[src/common/pin_remap_pkg.sv]
// What this block does
// - Timer two clock from bits 6-0
// - Word one routes capture two and one
// - Word two routes capture four and three
// - Word three routes capture six and five
// - Word four routes capture eight and seven
// - Code zero ties input to ground
// - Code one selects first comparator output
// - Code 124 selects remappable input pin 124
// - Unimplemented bits read zero, ignore writes
// - Selector bits read/write, clear at reset
// - Many selectors may name one pin
package pin_remap_pkg;

  // ****************************************
  // Sizes
  // ****************************************
  localparam int SEL_W     = 7;
  localparam int SEL_COUNT = 9;
  localparam int REG_COUNT = 5;
  localparam int PIN_COUNT = 125;

  // ****************************************
  // Register byte offsets and field positions
  // ****************************************
  localparam logic [11:0] TIMER_TWO_CLOCK_SOURCE_SELECT_OFFSET     = 12'h000;
  localparam logic [11:0] CAPTURE_ONE_TWO_SOURCE_SELECT_OFFSET     = 12'h004;
  localparam logic [11:0] CAPTURE_THREE_FOUR_SOURCE_SELECT_OFFSET  = 12'h008;
  localparam logic [11:0] CAPTURE_FIVE_SIX_SOURCE_SELECT_OFFSET    = 12'h00C;
  localparam logic [11:0] CAPTURE_SEVEN_EIGHT_SOURCE_SELECT_OFFSET = 12'h010;
  localparam int          LOW_FIELD_LSB  = 0;
  localparam int          HIGH_FIELD_LSB = 8;

  // ****************************************
  // Reset value and selector codes
  // ****************************************
  localparam logic [6:0]  SEL_RESET       = 7'h00;
  localparam logic [15:0] REG_RESET       = 16'h0000;
  localparam logic [6:0]  CODE_GROUND     = 7'h00;
  localparam logic [6:0]  CODE_COMPARATOR = 7'h01;
  localparam logic [6:0]  CODE_LAST_PIN   = 7'h7C;

  // ****************************************
  // Bus carriers
  // ****************************************
  typedef struct packed {
    logic        psel;
    logic        penable;
    logic        pwrite;
    logic [11:0] paddr;
    logic [31:0] pwdata;
    logic [3:0]  pstrb;
  } apb_req_s;

  typedef struct packed {
    logic [31:0] prdata;
    logic        pready;
    logic        pslverr;
  } apb_rsp_s;

endpackage : pin_remap_pkg

[src/core/route_select.sv]
`timescale 1ns/1ps
`default_nettype none

// Turns one seven-bit selector into one registered peripheral input.
module route_select #(
  parameter int PIN_COUNT = 125
) (
  // Clock and reset
  input  wire logic                 clk_in,
  input  wire logic                 rst_in,
  // Source choice and synchronised sources
  input  wire logic [6:0]           code_in,
  input  wire logic                 comparator_in,
  input  wire logic [PIN_COUNT-1:0] pins_in,
  // Routed level
  output logic                      routed_out
);

  logic pin_pick;
  logic code_is_pin;

  // ****************************************
  // Source selection
  // ****************************************

  // Out-of-range codes never index the pin vector.
  assign code_is_pin = (code_in > pin_remap_pkg::CODE_COMPARATOR) && (code_in <= pin_remap_pkg::CODE_LAST_PIN)
                       && (int'(code_in) < PIN_COUNT);
  assign pin_pick    = code_is_pin ? pins_in[code_in] : 1'b0;

  // The routed level is registered so glitches from a selector change stay inside.
  always_ff @(posedge clk_in) begin
    if (rst_in) begin
      routed_out <= 1'b0;
    end else if (code_in == pin_remap_pkg::CODE_GROUND) begin
      routed_out <= 1'b0;
    end else if (code_in == pin_remap_pkg::CODE_COMPARATOR) begin
      routed_out <= comparator_in;
    end else begin
      routed_out <= pin_pick;
    end
  end
endmodule : route_select

`default_nettype wire

[src/core/capture_timer_input_remap.sv]
`timescale 1ns/1ps
`default_nettype none

// Routes remappable pins or the first comparator onto the timer two clock and eight capture inputs.
module capture_timer_input_remap #(
  parameter int PIN_COUNT = pin_remap_pkg::PIN_COUNT
) (
  // Clock and reset
  input  wire logic                    clk_in,
  input  wire logic                    rst_in,
  // Register bus
  input  wire pin_remap_pkg::apb_req_s apb_req_in,
  output pin_remap_pkg::apb_rsp_s      apb_rsp_out,
  // Sources
  input  wire logic [PIN_COUNT-1:0]    remappable_pin_n_in,
  input  wire logic                    first_comparator_output_in,
  // Routed peripheral inputs
  output logic                         timer_two_external_clock_out,
  output logic [7:0]                   capture_input_out
);

  localparam int SW = pin_remap_pkg::SEL_W;
  localparam int SC = pin_remap_pkg::SEL_COUNT;

  // ****************************************
  // Helpers
  // ****************************************

  // Word index of a byte address, or REG_COUNT when nothing lives there.
  function automatic logic [2:0] word_index(input logic [11:0] addr);
    logic [2:0] idx;
    idx = 3'(pin_remap_pkg::REG_COUNT);
    if ((addr[1:0] == 2'h0) && (addr[11:5] == 7'h00) && (int'(addr[4:2]) < pin_remap_pkg::REG_COUNT)) begin
      idx = addr[4:2];
    end
    return idx;
  endfunction : word_index

  // Read image of one register; bit 15, bit 7 and unused fields stay zero.
  function automatic logic [15:0] reg_word(input logic [2:0] idx, input logic [SC-1:0][SW-1:0] s);
    logic [15:0] w;
    w = pin_remap_pkg::REG_RESET;
    if (idx == 3'h0) begin
      w[pin_remap_pkg::LOW_FIELD_LSB +: SW] = s[0];
    end else if (int'(idx) < pin_remap_pkg::REG_COUNT) begin
      w[pin_remap_pkg::LOW_FIELD_LSB +: SW]  = s[2 * int'(idx) - 1];
      w[pin_remap_pkg::HIGH_FIELD_LSB +: SW] = s[2 * int'(idx)];
    end
    return w;
  endfunction : reg_word

  // ****************************************
  // State
  // ****************************************
  pin_remap_pkg::apb_rsp_s   rsp_r;
  logic [SC-1:0][SW-1:0]     sel_r;
  logic [PIN_COUNT-1:0]      pin_meta_r;
  logic [PIN_COUNT-1:0]      pin_sync_r;
  logic                      cmp_meta_r;
  logic                      cmp_sync_r;
  logic [SC-1:0]             routed;
  logic [2:0]                idx;
  logic                      hit;
  logic                      setup;
  logic                      wr_en;
  logic                      rd_done;

  // ****************************************
  // Bus decode
  // ****************************************

  // Address, direction and data are held by the master through the access phase.
  assign idx     = word_index(apb_req_in.paddr);
  assign hit     = int'(idx) < pin_remap_pkg::REG_COUNT;
  assign setup   = apb_req_in.psel && !apb_req_in.penable;
  assign wr_en   = apb_req_in.psel && apb_req_in.penable && rsp_r.pready && apb_req_in.pwrite && !rsp_r.pslverr;
  assign rd_done = apb_req_in.psel && apb_req_in.penable && rsp_r.pready && !apb_req_in.pwrite;

  // ****************************************
  // Bus answer
  // ****************************************

  // The answer is prepared at the setup edge so the access phase never waits.
  always_ff @(posedge clk_in) begin
    if (rst_in) begin
      rsp_r <= '0;
    end else begin
      rsp_r.pready <= setup;
      if (setup) begin
        rsp_r.pslverr <= !hit;
        rsp_r.prdata  <= (hit && !apb_req_in.pwrite) ? {16'h0000, reg_word(idx, sel_r)} : 32'h0000_0000;
      end
    end
  end

  assign apb_rsp_out = rsp_r;

  // ****************************************
  // Selector registers
  // ****************************************

  // Only the seven-bit fields are stored, so writes to bits 15 and 7 vanish.
  always_ff @(posedge clk_in) begin
    if (rst_in) begin
      for (int i = 0; i < SC; i++) begin
        sel_r[i] <= pin_remap_pkg::SEL_RESET;
      end
    end else if (wr_en) begin
      if (idx == 3'h0) begin
        if (apb_req_in.pstrb[0]) begin
          sel_r[0] <= apb_req_in.pwdata[pin_remap_pkg::LOW_FIELD_LSB +: SW];
        end
      end else begin
        if (apb_req_in.pstrb[0]) begin
          sel_r[2 * int'(idx) - 1] <= apb_req_in.pwdata[pin_remap_pkg::LOW_FIELD_LSB +: SW];
        end
        if (apb_req_in.pstrb[1]) begin
          sel_r[2 * int'(idx)] <= apb_req_in.pwdata[pin_remap_pkg::HIGH_FIELD_LSB +: SW];
        end
      end
    end
  end

  // ****************************************
  // Source synchronisers
  // ****************************************

  // Pins and the comparator are asynchronous, so each passes two flops first.
  always_ff @(posedge clk_in) begin
    if (rst_in) begin
      pin_meta_r <= '0;
      pin_sync_r <= '0;
      cmp_meta_r <= 1'b0;
      cmp_sync_r <= 1'b0;
    end else begin
      pin_meta_r <= remappable_pin_n_in;
      pin_sync_r <= pin_meta_r;
      cmp_meta_r <= first_comparator_output_in;
      cmp_sync_r <= cmp_meta_r;
    end
  end

  // ****************************************
  // Routing
  // ****************************************

  // shared pins
  // Every selector reads the whole pin vector, so any number may name one pin.
  for (genvar g = 0; g < SC; g++) begin : g_route
    route_select #(
      .PIN_COUNT (PIN_COUNT)
    ) u_route (
      .clk_in        (clk_in),
      .rst_in        (rst_in),
      .code_in       (sel_r[g]),
      .comparator_in (cmp_sync_r),
      .pins_in       (pin_sync_r),
      .routed_out    (routed[g])
    );
  end

  // Selector 0 drives the timer clock; selectors 1 to 8 drive capture one to eight.
  assign timer_two_external_clock_out = routed[0];
  assign capture_input_out            = routed[SC-1:1];

  for (genvar c = 1; c < SC; c++) begin : g_ground_check

  end
endmodule : capture_timer_input_remap

`default_nettype wire

[config.mk]
export PLATFORM = sky130hd
export DESIGN_NAME = capture_timer_input_remap
export DESIGN_NICKNAME = d
export VERILOG_FILES = /design/src/common/pin_remap_pkg.sv /design/src/core/route_select.sv /design/src/core/capture_timer_input_remap.sv
export SDC_FILE = /design/constraint.sdc
export NUM_CORES = 1
export LEC_CHECK = 0
export ABC_AREA = 1
export BUFFER_PORTS_ARGS = -buffer_cell sky130_fd_sc_hd__buf_4
export CAP_MARGIN = 10
export CORE_UTILIZATION = 34
export DETAILED_ROUTE_END_ITERATION = 8
export MAX_ROUTING_LAYER = met4
export SYNTH_ARGS = -nofsm -noshare
export SYNTH_HDL_FRONTEND = slang
export SYNTH_SLANG_ARGS = --single-unit
[constraint.sdc]
create_clock -name clk_in -period 2 [get_ports clk_in]
set_input_delay 0 -clock clk_in [delete_from_list [all_inputs] [get_ports clk_in]]
set_output_delay 0 -clock clk_in [all_outputs]
set_load 0.005 [all_outputs]
; Yosys cells after proc, flatten, opt, wreduce, memory -nomap -nowiden
; Cells that the tools add are included.
; W data, S select, Z words.
[classes]
n_addsub = 1
mux = 60
n_bitwise = 1
n_lt_le_gt_ge = 42
n_reduce_logical = 55
eq_ne = 10
[op_table]
columns = cell, count
row1 = $mux W63, 5
row2 = $bwmux W63, 2
row3 = $mux W7, 11
row4 = $lt A7 B8 Y1 const B, 9
row5 = $logic_not A7 Y1, 10
row6 = $bmux W1 S7, 9
row7 = $eq A7 B1 Y1 const B, 9
row8 = $gt A7 B1 Y1 const B, 9
row9 = $le A7 B7 Y1 const B, 9
row10 = $lt A7 B7 Y1 const B, 9
row11 = $bmux W7 S4, 1
row12 = $demux W7 S4, 1
row13 = $logic_and A1 B1 Y1, 28
row14 = $mux W1, 27
row15 = $bmux W7 S3, 1
row16 = $demux W7 S3, 1
row17 = $reduce_or A2 Y1, 9
row18 = $mux W15, 1
row19 = $lt A3 B3 Y1 const B, 2
row20 = $lt A5 B6 Y1 const B, 1
row21 = $ge A5 B1 Y1 const B, 1
row22 = $lt A4 B5 Y1 const B, 1
row23 = $sub A4 B1 Y5 const B, 1
row24 = $ge A4 B1 Y1 const B, 1
row25 = 7 further kinds, 11
[totals]
register_bits = 358
out_inout_bits = 43
word_cells = 194

; Logic depth before layout (Yosys ltp)
[depth]
ltp_word = 17
depth_mapped = 17

; Modules after synthesis
; Synthesis repeated with hierarchy kept, for this count alone.
[unflattened]
hier_cells = 4304
area_unflattened_um2 = 23985.5
[modules_own_cells]
columns = mod, area_each_um2, n_inst, cells_each
row1 = route_select, 1412.6, 9, 324
row2 = capture_timer_input_remap, 11272.1, 1, 1388

; Least setup slack after synthesis
; Ideal clock, no wire load.
[synth_path]
path_kind = register to register
start = reg rsp_r, in the netlist apb_rsp_out[1]
end = reg sel_r[45] (netlist name)
setup_slack_ns = 0.348
path_buffers = 1
required_ns = 1.930
stages_incl_launch_ff = 8
synth_period_minus_slack_ns = 1.652
arrival_time_ns = 1.583
path_cell_list = dfxtp_1 -> nand3_1 -> nor3_1 -> nand2_1 -> nor3_2 -> buf_2 -> o21ai_1 -> a21oi_1
[synth_between]
elab_chain_cells = 4
[synth_rtl]
columns = item, line_no
row1 = from (decl), capture_timer_input_remap.sv:55  ; pin_remap_pkg::apb_rsp_s rsp_r;
row2 = $logic_and A1 B1 Y1, --
row3 = $logic_and A1 B1 Y1 (2 in series), capture_timer_input_remap.sv:76  ; assign wr_en = apb_req_in.psel && apb_req_in.penable && rsp_r.pready && apb_req_in.pwrite && !rsp_r.pslverr;
row4 = $reduce_and A2 Y1 (no line), --
row5 = "to (signal, indexed assignment)", capture_timer_input_remap.sv:106  ; sel_r[i] <= pin_remap_pkg::SEL_RESET;
row6 = "to (signal, indexed assignment)", capture_timer_input_remap.sv:115  ; sel_r[2 * int'(idx) - 1] <= apb_req_in.pwdata[pin_remap_pkg::LOW_FIELD_LSB +: SW];
row7 = "to (signal, indexed assignment)", capture_timer_input_remap.sv:118  ; sel_r[2 * int'(idx)] <= apb_req_in.pwdata[pin_remap_pkg::HIGH_FIELD_LSB +: SW];
row8 = to (decl), capture_timer_input_remap.sv:56  ; logic [SC-1:0][SW-1:0] sel_r;
; Every way passes these cells.
; A chain may end at the register's enable or synchronous reset.

; Worst setup path after layout
[layout_path]
start = reg sel_r[0] (netlist name)
end = reg g_route[0].u_route.routed_out
[layout_between]
elab_chain_cells = 5
[layout_rtl]
columns = item, line_no
row1 = "parallel branches: the longest is 5 deep, another holds $bmux W1 S7", --
row2 = to (signal assigned), route_select.sv:38  ; routed_out <= comparator_in;
row3 = to (signal assigned), route_select.sv:40  ; routed_out <= pin_pick;
row4 = to (decl), route_select.sv:16  ; output logic routed_out
; Several ways; the timed one is not identified. The select of a mux whose other input is x is not followed.

==> results.tsv <==
metric	value	unit
Seq/Total Area, Yosys	29.8	%
H-tree levels	2	
Hold Path Stages	7	
Setup TNS	0	ns
kind of end point of the critical path	register	
design area	29800	µm²
Worst path top cell family by delay	simple AND/OR/NAND/NOR gates	
# nets final	4516	
Slew Limit Fails	0	
crit path cell chain	inv_4 > buf_12 > nand2_1 > nand3_1 > nand3_1 > nand3_1 > nand2_1 > nand2_1 > nand2_1 > inv_1 > nand2_1 > nand2_1 > nand3_1 > a21oi_2	
DRT iter0 DRCs	3680	
Initial Utilization	34.5	%
share of layout cells above drive strength 1	13.9	%
hold wc startpoint	apb_req_in[50]	
Antenna Cells	0	
worst reg2reg path startpoint	sel_r[0]	
Leakage	13.1	nW
Max-Cap Viols	0	
Mapped Avg Cell Area	5.64	µm²
Post-DRT Antenna Nets	0	
pwr dens	548	nW/µm²
Max clock buf depth	3	
most frequent cells in the layout	nand2_1, nand3_1, buf_4	
total length of routed met3 wires	11900	µm
Avg WL per Cell	21.1	µm
reg2reg end	g_route[0].u_route.routed_out	
overall power	16.3	mW
Netlist cell types	38	
die width	261	µm
DR top layer	met4	
drt total wl	110000	µm
Hold Crit Class	input pin to register	
kind of critical path	register to register	
reg-to-reg slack, setup	0.05	ns
clk_skew	0.0192	ns
clock-pin slew on the worst setup and hold paths	0.06	ns
RSZ-0062 raised after global routing	true	
fin crit share	97.5	%
Critical-path top delay cell	dfxtp_4	
Post-Syn Area	22900	µm²
Top Ports	222	
Port Buffers	183	
WP data required	2.48	ns
Final Util	44.9	%
fin cells	5231	
met2 WL	47800	µm
initial antenna violation count	0	
final hold vios	0	
global placement routability congestion	1.02	
GRT Total Usage	32.6	%
status	finished, final reports clean	
first-pass GRT wire length	163000	µm
Rel. slew slack	54.2	%
Yosys warnings	0	
pin count of the biggest net entering global routing	139	
Buf/Inv on CP	3	
Place WS	0.0323	ns
DP Area	26800	µm²
Row Count	94	
most common cell after layout, fill and taps aside	nand2_1	
remaining global-route overflow	0	
hold path endpoint	apb_rsp_out[15]	
FF+latch count, synth	340	
DR vias	28300	
Most common cell on crit path	nand2_1	
CTS tree	done	
vias per inst	5.41	
FMAX	513	MHz
WHS	0.0388	ns
Die ar.	68300	µm²
final setup violation count	0	
DP Wirelength	76200	µm
fin crit period	1.95	ns
Worst Slack Setup Final	0.0509	ns
clk sinks	340	
Worst Reg-to-Reg Cells	14	
# DRC	0	
vias in the first global route	25800	
TritonCTS buffer count	38	
peak supply drop	0.585	mV
Slew @ Worst Pin	0.685	ns
clock root cell	clkbuf_16	
clk_lat worst skew	0.57	ns
crit-path max cell delay	0.41	ns
DRT Pass-1 Iters	6	
crit start category	register	
Post-Syn Instances	4058	
CP arrival	2.43	ns
Layout area overhead	30.1	%
crit path max fanout	20	
Core ar.	66200	µm²
Placed Cells	5008	
Die Y	261	µm
M1 WL	43000	µm
[worst max path at each step]
stage / start / to / slack, ns / cells after the start
finish: sel_r[0] / g_route[0].u_route.routed_out / 0.05 / 14
global route: apb_rsp_out[1] / sel_r[43] / -0.04 / 7
CTS: sel_r[2] / g_route[0].u_route.routed_out / 0.01 / 14
detailed placement: sel_r[0] / g_route[0].u_route.routed_out / 0.03 / 13
global placement: sel_r[2] / g_route[0].u_route.routed_out / 0.03 / 14
floorplan: apb_rsp_out[1] / sel_r[45] / 0.35 / 7
[tightest hold or removal path: stages]
cell     delay [ns]
buf_4          0.11
inv_1          0.04
nor2_1         0.05
nand3_1        0.13
nor3_1         0.07
a21oi_1        0.11
nor2_1         0.04
[where the power goes]
group	switching [mW]	internal, mW
combinational	1.07	0.911
sequential	0.215	7.01
clock	2.98	4.11
[Yosys cell counts, drive strengths merged]
master / number / area share [%]
nand2: 1284 / 21
nand3: 906 / 20
inv: 364 / 6.0
nor2: 361 / 6.3
dfxtp: 340 / 30
clkbuf: 253 / 4.2
buf: 162 / 3.6
a21oi: 153 / 3.3
o21ai: 135 / 3.0
o211ai: 22 / 0.72
clkinv: 15 / 0.25
a22oi: 12 / 0.39
nand4: 12 / 0.36
nand3b: 11 / 0.36
a211oi: 7 / 0.23
nor4: 5 / 0.14
o31ai: 5 / 0.16
nor3: 4 / 0.16
o21bai: 3 / 0.098
o41ai: 2 / 0.077
a31oi: 1 / 0.027
conb: 1 / 0.016
[timing repair]
action | CTS | global route
gates resized for setup | 0 | 23
setup endpoints to repair | 0 | 10
setup buffers | 0 | 0
hold endpoints to repair | 237 | 0
hold buffers | 150 | 0
[layout make-up]
cell class,instances,area (µm²)
timing repair buffer,637,6170
fill,6811,36500
clock buffer,55,1130
clock inverter,15,158
sequential,340,6830
tap,864,1080
inverter,379,1430
multi-input combinational,2941,13000
[sequential cells by signal (all words and copies together), names as in the netlist]
signal,count
g_route.u_route.routed_out,9
apb_rsp_out,16
cmp_meta_r,1
sel_r,63
pin_sync_r,125
cmp_sync_r,1
pin_meta_r,125
[routing by layer]
metal  global-route usage, %  up-vias
li1                        -    13300
met1                    40.5    12800
met2                    48.8     1725
met3                    6.32      420
met4                    19.3        0
met5                       -        -
[cell families (layout without fill, tap and decap cells)]
| logic type | Yosys count | after routing | synth area share [%] |
|---|---|---|---|
| AO/OA/AOI/OAI | 340 | 340 | 8.03 |
| buffers and inverters | 794 | 1086 | 14.0 |
| flip-flops | 340 | 340 | 29.8 |
| other | 1 | 18 | 0.0164 |
| AND/OR/NAND/NOR | 2583 | 2583 | 48.2 |
Note: power is estimated with default switching activity, not from simulation.
